===== src/verilog/srg_defs.svh =====
// Constants for the rectifier gate drive sequencer
`ifndef SRG_DEFS_SVH
`define SRG_DEFS_SVH

// ------------------------------------------------------------
// Clock and blanking floors
// ------------------------------------------------------------
`define SRG_CLK_PERIOD_NS   4
`define SRG_MIN_TON_NS      55
`define SRG_MIN_TOFF_NS     245
// Least times round up to whole cycles
`define SRG_TON_FLOOR_CYC   ((`SRG_MIN_TON_NS + `SRG_CLK_PERIOD_NS - 1) / `SRG_CLK_PERIOD_NS)
`define SRG_TOFF_FLOOR_CYC  ((`SRG_MIN_TOFF_NS + `SRG_CLK_PERIOD_NS - 1) / `SRG_CLK_PERIOD_NS)

// ------------------------------------------------------------
// Register map (word indices in address bits 3:2) and fields
// ------------------------------------------------------------
`define SRG_ADDR_W          8
`define SRG_CFG_W           16
`define SRG_IDX_TON_CFG     2'h0
`define SRG_IDX_TOFF_CFG    2'h1
`define SRG_IDX_STATUS      2'h2
`define SRG_TON_CFG_RST     16'h0000
`define SRG_TOFF_CFG_RST    16'h0000
`define SRG_STAT_DRIVE      0
`define SRG_STAT_STATE_LO   1
`define SRG_STAT_STATE_HI   3
`define SRG_STAT_DISABLED   4
`define SRG_STAT_ON_RUN     5
`define SRG_STAT_OFF_RUN    6
`define SRG_RESP_OKAY       2'h0
`define SRG_RESP_SLVERR     2'h2

`endif


===== src/verilog/srg_pkg.sv =====
// Types for the rectifier gate drive sequencer
`default_nettype none

package srg_pkg;
    typedef logic [15:0] srg_cfg_t;
    typedef logic [7:0]  srg_addr_t;
    typedef logic [31:0] srg_word_t;
    typedef enum logic [2:0] {
        ST_WAIT_OFF = 3'b000,
        ST_ARMED    = 3'b001,
        ST_ON_BLANK = 3'b010,
        ST_ON       = 3'b011,
        ST_DISABLED = 3'b100
    } srg_state_e;
endpackage

`default_nettype wire


===== src/verilog/srg_timer_if.sv =====
// Link between the sequencer and one blanking timer
`default_nettype none

interface srg_timer_if;
    logic             run;
    srg_pkg::srg_cfg_t limit;
    logic             done;
    logic             busy;
    modport ctrl (output run, output limit, input done, input busy);
    modport tmr  (input run, input limit, output done, output busy);
endinterface

`default_nettype wire


===== src/verilog/srg_blank_timer.sv =====
// Blanking timer: counts while run is high, clears when run drops
`default_nettype none

module srg_blank_timer (
    input  wire logic ref_clk,
    input  wire logic reset,
    srg_timer_if.tmr  tif
);
    import srg_pkg::*;

    srg_cfg_t count_reg;
    srg_cfg_t count_next;

    // ------------------------------------------------------------
    // Count control
    // ------------------------------------------------------------
    always_comb begin
        count_next = count_reg;
        if (!tif.run) begin
            count_next = '0;                       // Restart on drop
        end else if (count_reg < tif.limit) begin
            count_next = count_reg + 16'h0001;
        end
    end

    always_ff @(posedge ref_clk or posedge reset) begin
        if (reset) begin
            count_reg <= '0;
        end else begin
            count_reg <= count_next;
        end
    end

    // Expiry only counts while still running
    assign tif.done = tif.run && (count_reg >= tif.limit);
    assign tif.busy = tif.run && (count_reg < tif.limit);
endmodule

`default_nettype wire


===== src/verilog/srg_sync.sv =====
// Two-stage synchroniser for asynchronous comparator and pin levels
`default_nettype none

module srg_sync #(
    parameter int WIDTH = 4
) (
    input  wire logic             ref_clk,
    input  wire logic             reset,
    input  wire logic [WIDTH-1:0] asyncIn,
    output logic      [WIDTH-1:0] syncOut
);
    logic [WIDTH-1:0] meta_reg;
    logic [WIDTH-1:0] meta_next;
    logic [WIDTH-1:0] sync_next;

    // ------------------------------------------------------------
    // Next values
    // ------------------------------------------------------------
    always_comb begin
        meta_next = asyncIn;
        sync_next = meta_reg;
    end

    // First stage feeds only the second stage
    always_ff @(posedge ref_clk or posedge reset) begin
        if (reset) begin
            meta_reg <= '0;
            syncOut  <= '0;
        end else begin
            meta_reg <= meta_next;
            syncOut  <= sync_next;
        end
    end
endmodule

`default_nettype wire


===== src/verilog/srg_top.sv =====
// Gate drive sequencer of a synchronous rectifier with AXI4-Lite registers
//
// Behaviour
// - Raise gate drive when below turn-on threshold and no blanking forbids.
// - Each turn-on starts min on-time blanking; turn-off comparator ignored.
// - Min on-time length comes from a configuration setting, not a constant.
// - After min on-time, drop gate drive at once above turn-off threshold.
// - Min off-time timer starts when sense rises above restart threshold.
// - Min off-time length has its own independent configuration setting.
// - While off-time runs, falling below restart threshold resets the timer.
// - After such reset, timer restarts when sense climbs back above.
// - No new drive until one full off-time elapses without reset.
// - After power-up or wake-up, driver waits one uninterrupted off-time.
// - At start-up or wake-up, timer starts at once if sense is above.
// - Leaving light-load disable mode counts as a wake-up event.
// - Min on-time floors at 55 ns, min off-time at 245 ns.
// - In light-load disable mode gate drive stays low regardless.
//
// The address map and the AXI4-Lite interface to the registers were left to the implementer.
`default_nettype none
`include "srg_defs.svh"

module srg_top (
    input  wire logic              ref_clk,
    input  wire logic              reset,
    // Comparator results and light-load pin (asynchronous)
    input  wire logic              belowTurnOnThreshold,
    input  wire logic              aboveTurnOffThreshold,
    input  wire logic              aboveBlankRestartThreshold,
    input  wire logic              lightLoadDetectPin,
    output logic                   gateDriveOutput,
    // AXI4-Lite slave
    input  wire srg_pkg::srg_addr_t s_axi_awaddr,
    input  wire logic              s_axi_awvalid,
    output logic                   s_axi_awready,
    input  wire srg_pkg::srg_word_t s_axi_wdata,
    input  wire logic [3:0]        s_axi_wstrb,
    input  wire logic              s_axi_wvalid,
    output logic                   s_axi_wready,
    output logic [1:0]             s_axi_bresp,
    output logic                   s_axi_bvalid,
    input  wire logic              s_axi_bready,
    input  wire srg_pkg::srg_addr_t s_axi_araddr,
    input  wire logic              s_axi_arvalid,
    output logic                   s_axi_arready,
    output srg_pkg::srg_word_t     s_axi_rdata,
    output logic [1:0]             s_axi_rresp,
    output logic                   s_axi_rvalid,
    input  wire logic              s_axi_rready
);
    import srg_pkg::*;

    // ------------------------------------------------------------
    // Helper functions
    // ------------------------------------------------------------
    // Apply the configured length but never below the floor
    function automatic srg_cfg_t clampLimit(input srg_cfg_t cfg,
                                            input srg_cfg_t floorCyc);
        clampLimit = (cfg < floorCyc) ? floorCyc : cfg;
    endfunction

    // Merge the low two byte lanes into a setting
    function automatic srg_cfg_t mergeLanes(input srg_cfg_t old,
                                            input srg_word_t data,
                                            input logic [3:0] strb);
        srg_cfg_t res;
        res = old;
        if (strb[0]) begin
            res[7:0] = data[7:0];
        end
        if (strb[1]) begin
            res[15:8] = data[15:8];
        end
        mergeLanes = res;
    endfunction

    // Whether an address hits one of the three registers (0x00, 0x04, 0x08)
    function automatic logic mapped(input srg_addr_t addr);
        mapped = (addr[7:4] == 4'h0) && (addr[1:0] == 2'h0)
                 && (addr[3:2] <= `SRG_IDX_STATUS);
    endfunction

    localparam srg_cfg_t TonFloor  = 16'(`SRG_TON_FLOOR_CYC);
    localparam srg_cfg_t ToffFloor = 16'(`SRG_TOFF_FLOOR_CYC);

    // ------------------------------------------------------------
    // Input synchronisation
    // ------------------------------------------------------------
    logic [3:0] pinSync;
    logic       csBelowOn;
    logic       csAboveOff;
    logic       csAboveRestart;
    logic       lightLoadOff;

    srg_sync #(.WIDTH(4)) u_sync (
        .ref_clk (ref_clk),
        .reset   (reset),
        .asyncIn ({lightLoadDetectPin, aboveBlankRestartThreshold,
                   aboveTurnOffThreshold, belowTurnOnThreshold}),
        .syncOut (pinSync)
    );

    assign csBelowOn      = pinSync[0];
    assign csAboveOff     = pinSync[1];
    assign csAboveRestart = pinSync[2];
    assign lightLoadOff   = pinSync[3];

    // ------------------------------------------------------------
    // Blanking timers
    // ------------------------------------------------------------
    srg_timer_if onTif ();
    srg_timer_if offTif ();

    srg_blank_timer u_on_timer (
        .ref_clk (ref_clk),
        .reset   (reset),
        .tif     (onTif)
    );

    srg_blank_timer u_off_timer (
        .ref_clk (ref_clk),
        .reset   (reset),
        .tif     (offTif)
    );

    srg_cfg_t   tonCfg_reg;
    srg_cfg_t   tonCfg_next;
    srg_cfg_t   toffCfg_reg;
    srg_cfg_t   toffCfg_next;
    srg_state_e state_reg;
    srg_state_e state_next;
    logic       drive_reg;
    logic       drive_next;

    assign onTif.limit  = clampLimit(tonCfg_reg, TonFloor);
    assign offTif.limit = clampLimit(toffCfg_reg, ToffFloor);

    assign onTif.run = (state_reg == ST_ON_BLANK);

    // off timer counts above restart, clears below
    assign offTif.run = (state_reg == ST_WAIT_OFF) && csAboveRestart;

    // ------------------------------------------------------------
    // Drive sequencer
    // ------------------------------------------------------------
    always_comb begin
        state_next = state_reg;
        case (state_reg)
            ST_WAIT_OFF: begin
                if (offTif.done) begin
                    state_next = ST_ARMED;
                end
            end
            ST_ARMED: begin
                if (csBelowOn) begin
                    state_next = ST_ON_BLANK;
                end
            end
            ST_ON_BLANK: begin
                if (onTif.done) begin
                    state_next = ST_ON;
                end
            end
            ST_ON: begin
                if (csAboveOff) begin
                    state_next = ST_WAIT_OFF;
                end
            end
            ST_DISABLED: begin
                if (!lightLoadOff) begin
                    state_next = ST_WAIT_OFF;
                end
            end
            default: begin
                state_next = ST_WAIT_OFF;
            end
        endcase
        if (lightLoadOff) begin
            state_next = ST_DISABLED;
        end
        drive_next = (state_next == ST_ON_BLANK) || (state_next == ST_ON);
    end

    // reset to off-time wait, drive low
    always_ff @(posedge ref_clk or posedge reset) begin
        if (reset) begin
            state_reg <= ST_WAIT_OFF;
            drive_reg <= 1'b0;
        end else begin
            state_reg <= state_next;
            drive_reg <= drive_next;
        end
    end

    assign gateDriveOutput = drive_reg;

    // ------------------------------------------------------------
    // AXI4-Lite write channel
    // ------------------------------------------------------------
    logic      awHeld_reg;
    logic      awHeld_next;
    srg_addr_t awAddr_reg;
    srg_addr_t awAddr_next;
    logic      wHeld_reg;
    logic      wHeld_next;
    srg_word_t wData_reg;
    srg_word_t wData_next;
    logic [3:0] wStrb_reg;
    logic [3:0] wStrb_next;
    logic      awReady_next;
    logic      wReady_next;
    logic      bValid_next;
    logic [1:0] bResp_next;

    // Capture address and data in either order, answer after both
    always_comb begin
        awHeld_next  = awHeld_reg;
        awAddr_next  = awAddr_reg;
        wHeld_next   = wHeld_reg;
        wData_next   = wData_reg;
        wStrb_next   = wStrb_reg;
        bValid_next  = s_axi_bvalid;
        bResp_next   = s_axi_bresp;
        tonCfg_next  = tonCfg_reg;
        toffCfg_next = toffCfg_reg;
        if (s_axi_bvalid && s_axi_bready) begin
            bValid_next = 1'b0;
        end
        if (s_axi_awvalid && s_axi_awready) begin
            awHeld_next = 1'b1;
            awAddr_next = s_axi_awaddr;
        end
        if (s_axi_wvalid && s_axi_wready) begin
            wHeld_next = 1'b1;
            wData_next = s_axi_wdata;
            wStrb_next = s_axi_wstrb;
        end
        if (awHeld_next && wHeld_next && !s_axi_bvalid) begin
            awHeld_next = 1'b0;
            wHeld_next  = 1'b0;
            bValid_next = 1'b1;
            bResp_next  = mapped(awAddr_next) ? `SRG_RESP_OKAY
                                              : `SRG_RESP_SLVERR;
            if (mapped(awAddr_next)) begin
                if (awAddr_next[3:2] == `SRG_IDX_TON_CFG) begin
                    tonCfg_next = mergeLanes(tonCfg_reg, wData_next,
                                             wStrb_next);
                end
                if (awAddr_next[3:2] == `SRG_IDX_TOFF_CFG) begin
                    toffCfg_next = mergeLanes(toffCfg_reg, wData_next,
                                              wStrb_next);
                end
            end
        end
        awReady_next = !awHeld_next && !bValid_next;
        wReady_next  = !wHeld_next && !bValid_next;
    end

    always_ff @(posedge ref_clk or posedge reset) begin
        if (reset) begin
            awHeld_reg    <= 1'b0;
            awAddr_reg    <= '0;
            wHeld_reg     <= 1'b0;
            wData_reg     <= '0;
            wStrb_reg     <= 4'h0;
            s_axi_awready <= 1'b1;
            s_axi_wready  <= 1'b1;
            s_axi_bvalid  <= 1'b0;
            s_axi_bresp   <= `SRG_RESP_OKAY;
            tonCfg_reg    <= `SRG_TON_CFG_RST;
            toffCfg_reg   <= `SRG_TOFF_CFG_RST;
        end else begin
            awHeld_reg    <= awHeld_next;
            awAddr_reg    <= awAddr_next;
            wHeld_reg     <= wHeld_next;
            wData_reg     <= wData_next;
            wStrb_reg     <= wStrb_next;
            s_axi_awready <= awReady_next;
            s_axi_wready  <= wReady_next;
            s_axi_bvalid  <= bValid_next;
            s_axi_bresp   <= bResp_next;
            tonCfg_reg    <= tonCfg_next;
            toffCfg_reg   <= toffCfg_next;
        end
    end

    // ------------------------------------------------------------
    // AXI4-Lite read channel
    // ------------------------------------------------------------
    srg_word_t  statusWord;
    srg_word_t  readWord;
    logic       arReady_next;
    logic       rValid_next;
    srg_word_t  rData_next;
    logic [1:0] rResp_next;

    // Live sequencer state
    always_comb begin
        statusWord = '0;
        statusWord[`SRG_STAT_DRIVE] = drive_reg;
        statusWord[`SRG_STAT_STATE_HI:`SRG_STAT_STATE_LO] = state_reg;
        statusWord[`SRG_STAT_DISABLED] = (state_reg == ST_DISABLED);
        statusWord[`SRG_STAT_ON_RUN]   = onTif.busy;
        statusWord[`SRG_STAT_OFF_RUN]  = offTif.busy;
    end

    // Read mux, unmapped reads zero
    always_comb begin
        readWord = '0;
        if (mapped(s_axi_araddr)) begin
            case (s_axi_araddr[3:2])
                `SRG_IDX_TON_CFG:  readWord = {16'h0000, tonCfg_reg};
                `SRG_IDX_TOFF_CFG: readWord = {16'h0000, toffCfg_reg};
                `SRG_IDX_STATUS:   readWord = statusWord;
                default:           readWord = '0;
            endcase
        end
    end

    // One read at a time, answered one cycle after the address
    always_comb begin
        arReady_next = s_axi_arready;
        rValid_next  = s_axi_rvalid;
        rData_next   = s_axi_rdata;
        rResp_next   = s_axi_rresp;
        if (s_axi_rvalid && s_axi_rready) begin
            rValid_next  = 1'b0;
            arReady_next = 1'b1;
        end
        if (s_axi_arvalid && s_axi_arready) begin
            arReady_next = 1'b0;
            rValid_next  = 1'b1;
            rData_next   = readWord;
            rResp_next   = mapped(s_axi_araddr) ? `SRG_RESP_OKAY
                                                : `SRG_RESP_SLVERR;
        end
    end

    always_ff @(posedge ref_clk or posedge reset) begin
        if (reset) begin
            s_axi_arready <= 1'b1;
            s_axi_rvalid  <= 1'b0;
            s_axi_rdata   <= '0;
            s_axi_rresp   <= `SRG_RESP_OKAY;
        end else begin
            s_axi_arready <= arReady_next;
            s_axi_rvalid  <= rValid_next;
            s_axi_rdata   <= rData_next;
            s_axi_rresp   <= rResp_next;
        end
    end
endmodule

`default_nettype wire

===== config.mk =====
export PLATFORM = sky130hd
export DESIGN_NAME = srg_top
export DESIGN_NICKNAME = d
export VERILOG_FILES = /design/src/verilog/srg_pkg.sv /design/src/verilog/srg_timer_if.sv /design/src/verilog/srg_blank_timer.sv /design/src/verilog/srg_sync.sv /design/src/verilog/srg_top.sv
export VERILOG_INCLUDE_DIRS = /design/src /design/src/verilog
export SDC_FILE = /design/constraint.sdc
export NUM_CORES = 1
export LEC_CHECK = 0
export ABC_AREA = 0
export ABC_CLOCK_PERIOD_IN_PS = 3000
export BUFFER_PORTS_ARGS = -buffer_cell sky130_fd_sc_hd__buf_2
export CELL_PAD_IN_SITES_DETAIL_PLACEMENT = 1
export CELL_PAD_IN_SITES_GLOBAL_PLACEMENT = 2
export CORE_AREA = 2 2 141 143
export DETAILED_ROUTE_END_ITERATION = 8
export DIE_AREA = 0 0 143 145
export PLACE_DENSITY = 0.86
export SYNTH_ARGS = -nofsm -noshare
export SYNTH_HDL_FRONTEND = slang
export SYNTH_HIERARCHICAL = 1
export SYNTH_SLANG_ARGS = --single-unit

===== constraint.sdc =====
create_clock -name ref_clk -period 3 [get_ports ref_clk]
set_input_delay 0 -clock ref_clk [delete_from_list [all_inputs] [get_ports ref_clk]]
set_output_delay 0 -clock ref_clk [all_outputs]
set_load 0.05 [all_outputs]

# [Word-level counts from Yosys, hierarchy flattened]
# Cells that the tools add are included.
[classes] addsub=2 order_cmp=8 eq_ne=11 mux=29 reduce_logical=35
[ops] operator="$mux 16" count=8
[ops] operator="$pmux 16 s3" count=1
[ops] operator="$add 16x1->16 const B" count=2
[ops] operator="$ge 16x16->1" count=2
[ops] operator="$lt 16x16->1" count=2
[ops] operator="$logic_and 1x1->1" count=18
[ops] operator="$lt 16x4->1 const B" count=1
[ops] operator="$lt 16x6->1 const B" count=1
[ops] operator="$reduce_and 4->1" count=4
[ops] operator="$mux 3" count=5
[ops] operator="$eq 3x2->1 const B" count=4
[ops] operator="$pmux 3 s4" count=1
[ops] operator="$mux 1" count=10
[ops] operator="$logic_not 2->1" count=4
[ops] operator="$logic_not 4->1" count=2
[ops] operator="$mux 8" count=1
[ops] operator="$mux 2" count=3
[ops] operator="$eq 2x1->1 const B" count=2
[ops] operator="$le 2x2->1 const B" count=2
[ops] operator="$logic_not 1->1" count=4
[ops] operator="$ne 2x2->1 const B" count=2
[ops] operator="$eq 3x1->1 const B" count=1
[ops] operator="$eq 3x3->1 const B" count=1
[ops] operator="$logic_not 3->1" count=1
[ops] operator="3 further kinds" count=3
[totals] ff_bits=145 in_bits=63

# [Logic depth before layout (Yosys ltp)]
[depth] depth_word=9 depth_mapped=14 mapped_depth_nobuf=14

# [By module]
# Netlist, hierarchy kept.
[by_module_without_submodules] module="srg_top" instances=1 cells_each=345 area_each_um2=4095.2 seq_area_each_um2=2180.8
[by_module_without_submodules] module="srg_blank_timer at u_off_timer" instances=1 cells_each=164 area_each_um2=1392.6 seq_area_each_um2=400.4
[by_module_without_submodules] module="srg_blank_timer at u_on_timer" instances=1 cells_each=143 area_each_um2=1292.5 seq_area_each_um2=400.4
[by_module_without_submodules] module="srg_sync" instances=1 cells_each=9 area_each_um2=203.9 seq_area_each_um2=200.2

# [Worst setup path before layout]
# OpenSTA, ideal clock, no wires.
[synth_path] path_type="reg-to-reg" start="register state_reg[0]" end="register state_reg[0]" setup_ns=0.086 arrival_time_ns=2.504 required_time_ns=2.914 slack_ns=0.410 path_stages_with_launch=10 n_path_buf=3 synth_period_minus_slack_ns=2.590 cell_sequence="dfrtp_1 > clkbuf_1 > nor4b_1 > clkbuf_1 > clkbuf_1 > o21a_1 > mux2i_1 > nor2_1 > a21oi_1 > nor3_1"
[synth_between] elab_chain_len=6 word_cells_on_any_way=13 classes_between="3 x eq/ne; 6 x mux; 4 x reduce/logical"
[synth_lines] item="from (decl)" line="srg_top.sv:130" rtl="srg_state_e state_reg;"
[synth_lines] item="from (signal assigned)" line="srg_top.sv:190" rtl="state_reg <= state_next;"
[synth_lines] item="$logic_not 3->1" line="srg_top.sv:141" rtl="assign offTif.run = (state_reg == ST_WAIT_OFF) && csAboveRestart;"
[synth_lines] item="$logic_and 1x1->1" line="srg_top.sv:141"
[synth_lines] item="named net offTif.run" line="srg_timer_if.sv:5" rtl="logic run;"
[synth_lines] item="$logic_and 1x1->1" line="srg_blank_timer.sv:35" rtl="assign tif.done = tif.run && (count_reg >= tif.limit);"
[synth_lines] item="named net offTif.done" line="srg_timer_if.sv:7" rtl="logic done;"
[synth_lines] item="$mux 3" line="srg_top.sv:150" rtl="if (offTif.done) begin"
[synth_lines] item="$pmux 3 s4" line="srg_top.sv:148" rtl="case (state_reg)"
[synth_lines] item="$mux 3" line="srg_top.sv:178" rtl="if (lightLoadOff) begin"
[synth_lines] item="named net state_next[0]" line="srg_top.sv:131" rtl="srg_state_e state_next;"
# The timed path passes the listed nets, and every way through them passes these cells.
# A chain may end at the register's enable or synchronous reset.

# [Worst setup path in the final report]
[layout_path] start="register toffCfg_reg[10]" end="register state_reg[0]"
[layout_between] elab_chain_len=7
[layout_lines] item="from (decl)" line="srg_top.sv:128" rtl="srg_cfg_t toffCfg_reg;"
[layout_lines] item="from (signal assigned)" line="srg_top.sv:271" rtl="toffCfg_reg <= `SRG_TOFF_CFG_RST;"
[layout_lines] item="from (signal assigned)" line="srg_top.sv:283" rtl="toffCfg_reg <= toffCfg_next;"
[layout_lines] item="$lt 16x6->1" line="srg_top.sv:59" rtl="clampLimit = (cfg < floorCyc) ? floorCyc : cfg;"
[layout_lines] item="$mux 16" line="srg_top.sv:59"
[layout_lines] item="named net offTif.limit[5]" line="srg_timer_if.sv:6" rtl="srg_pkg::srg_cfg_t limit;"
[layout_lines] item="$ge 16x16->1" line="srg_blank_timer.sv:35"
[layout_lines] item="$logic_and 1x1->1" line="srg_blank_timer.sv:35"
[layout_lines] item="named net offTif.done" line="srg_timer_if.sv:7"
[layout_lines] item="$mux 3" line="srg_top.sv:150"
[layout_lines] item="$pmux 3 s4" line="srg_top.sv:148"
[layout_lines] item="$mux 3" line="srg_top.sv:178"
[layout_lines] item="named net state_next[0]" line="srg_top.sv:131"
# The timed path passes the listed nets, and every way through them passes these cells.

==> results.cfg <==
[pwr]
cell_internal_pwr_mw = 4.06
clkPwrFrac_pct = 37.4
p_sw_mw = 1.91
power_switching_share_pct = 32.0
pwr_density_cell_mw_per_mm2 = 679
peakVddDrop_uv = 414
p_leak_nw = 4.03
total_power_mw = 5.97
pwr-share-comb_pct = 26.1
p_seq_share_pct = 36.5

[setup_path]
worstSetupPathType = flop to flop
timing.critical_path.required_ps = 3340
critical_path_arrival_ps = 3350
timing.critical_path.fanout_max = 4
cp-end-kind = flop
start_kind = flop

[place]
gpl.final_weighted_congestion = 0.845
placement.io_buffers = 68
place.detailed.hpwl_um = 13400
dpl_cell_area_mm2 = 0.00760

[global_route]
global_route.overflow_total = 0
globalRouteTotalUtil_pct = 19.1
antenna_violations_before_repair = 0
largest_net_degree_at_the_start_of_global_routing = 53
grt_pass1_vias = 5958
grt_first_pass_wirelength_um = 31000

[synth]
synth.yosys.warnings = 6
syn-mean-instance-area_um2 = 10.6
synthDominantAreaCellType = sky130_fd_sc_hd__dfrtp_1
synth_cell_type_count = 58
yosys.cell_count.top_type = sky130_fd_sc_hd__dfrtp_1
synth_top_cell_area_share_pct = 44.4
post_synth_instance_area_mm2 = 0.00698
yosys-top-cells-count = 124 x sky130_fd_sc_hd__dfrtp_1, 55 x sky130_fd_sc_hd__nand2_1, 53 x sky130_fd_sc_hd__mux2_2
synthFlopType = sky130_fd_sc_hd__dfrtp_1
async_flop_share_pct = 100
synth-edff-count = 0
ys_top_cells_by_area = sky130_fd_sc_hd__dfrtp_1 44%, sky130_fd_sc_hd__mux2_2 8.5%, sky130_fd_sc_hd__ha_1 6.1%
postSynthCellCount = 661
synth-seq-area-share_pct = 45.6
synth.ff_latch_count = 127

[routing]
wl_per_cell_um = 18.0
ant_nets = 0
route.detailed.drc = 0
detail_route.iter0.violations = 238
drt_wl_total_um = 18900
detail_route.vias_per_cell = 5.10
drt_pass1_iterations = 4
dr_total_vias = 5353

[timing]
maxSlewHeadroom_pct = 38.4
period_minus_slack_ps = 3010
fin_setup_tns_ps = -9.76
finalSetupViolations = 1
maxSlewViolCount = 0
worst-slew-pin-transition_ps = 924
layout_worst_path_cycle_share_pct = 100
timing.fmax_mhz = 332
final.setup_skew_ps = 12.6
rsz0062_at_grt = true
final-hold-violation-count = 0
layout_setup_ws_ps = -9.76

[clocking]
tritoncts.num_buffers = 17
path_clk_slew_ps = 60
cts_tree = yes
cts.root.buffer_cell = sky130_fd_sc_hd__clkbuf_16
cts_max_level = 4
numClockSinks = 127
clock_latency_on_the_worst_skew_pair_ps = 420
clockBufferDepth = 2
postCtsSetupRepairBufs = 0

[die]
dieArea_mm2 = 0.0207
ioPinCount = 105
chipHeight_um = 145
std_cell_rows = 51
start_util_pct = 36.4
floorplan.core_area_mm2 = 0.0192
chipWidth_um = 143

[cells_and_area]
fin_nets = 868
area_delta_synth_final_pct = 25.9
finish.utilization_pct = 45.8
fill_cells = 2106
post-route-cell-area_mm2 = 0.00880
number_of_inserted_diodes = 0
layout-drive-gt1-share_pct = 29.2

[run]
timing.max_cap.violations = 0

[run_status]
run_status = complete, but fails checks
violations_in_the_final_reports = setup timing

[min_path]
min_path_type = primary input to flop
## metal layers
metal	vias to the layer above	GRT usage [%]	wire length (um)
met5	-	0	0
met4	0	5.64	352
met3	26	3.99	502
met2	86	33.9	9940
met1	2737	23.1	8070
li1	2504	-	-
## critical path: stages (launching register included)
cell,delay (ps)
sky130_fd_sc_hd__dfrtp_1,400
sky130_fd_sc_hd__nor4_1,460
sky130_fd_sc_hd__nand3_2,180
sky130_fd_sc_hd__nand2b_1,100
sky130_fd_sc_hd__inv_1,50
sky130_fd_sc_hd__ha_1,300
sky130_fd_sc_hd__nand2_1,60
sky130_fd_sc_hd__or4_4,450
sky130_fd_sc_hd__a21o_1,220
sky130_fd_sc_hd__nand3_1,130
sky130_fd_sc_hd__o21a_1,180
sky130_fd_sc_hd__mux2i_1,80
sky130_fd_sc_hd__nor2_1,150
sky130_fd_sc_hd__a21oi_2,50
sky130_fd_sc_hd__nor3_2,120
## power by group through the flow
stage	sequential [mW]	clock, mW	combinational, mW
after detailed placement	2.20	0	1.47
after global routing	2.22	2.36	1.71
after CTS	2.17	2.27	1.54
final	2.18	2.23	1.56
after floorplan	2.25	0	1.02
after global placement	2.17	0	1.39
## final timing paths
kind | start | end | slack, ps | cells past startpoint
max | toffCfg_reg[10] | state_reg[0] | -10 | 14
min | s_axi_araddr[3] | s_axi_rresp[1] | 90 | 3
max reg2reg | toffCfg_reg[10] | state_reg[0] | -10 | 14
min reg2reg | u_sync/meta_reg[0] | u_sync/syncOut[0] | 350 | 0
max in group asynchronous | reset | s_axi_awready | 1740 | 4
min in group asynchronous | reset | u_sync/syncOut[2] | 180 | 3
## stage by stage
stage	instances	hold slack (ps)	worst slack, ps
2_1_floorplan	678	-184	410
3_3_place_gp	976	15.1	56.1
3_5_place_dp	976	33.2	-15.0
4_1_cts	1049	50.5	31.3
5_1_grt	1049	110	-188
6_report	1049	86.2	-9.76
## final cells by class
cell class,count,area [um^2],area share (%)
well taps,265,332,3.77
inverters,41,155,1.76
clock buffers,19,453,5.15
clock inverters,13,188,2.13
flip-flops and latches,127,3180,36.2
repair buffers,134,938,10.7
multi-input cells,450,3550,40.3
## cells in the final DEF (no fill, tap or decap), drive strengths merged, types with 13 or more instances in the layout
master	instances
a21oi	31
buf	93
clkbuf	19
conb	18
dfrtp	124
dlygate4sd3	41
ha	34
inv	40
mux2	54
mux2i	37
nand2	55
nand2b	26
nand3	20
nand4	13
nor2	24
nor4	24
o21ai	22
## what timing repair did
action	4_1_cts	5_1_grt
resized for setup	1	24
hold endpoints to repair	137	0
endpoints found under the setup margin	3	23
hold buffers	41	0
pin swaps	0	2
## logic make-up (layout without fill, tap and decap cells)
family	after synthesis	after routing	share of synthesized area, %
flops	127	127	45.6
xor+xnor	8	8	1.00
buf+inv	101	207	6.72
simple gates	212	212	17.8
mux	91	91	14.0
compound gates	87	87	8.74
fa+ha+maj	34	34	6.09
other cells	1	18	0.0537
Power figures use the tool's default switching activity.
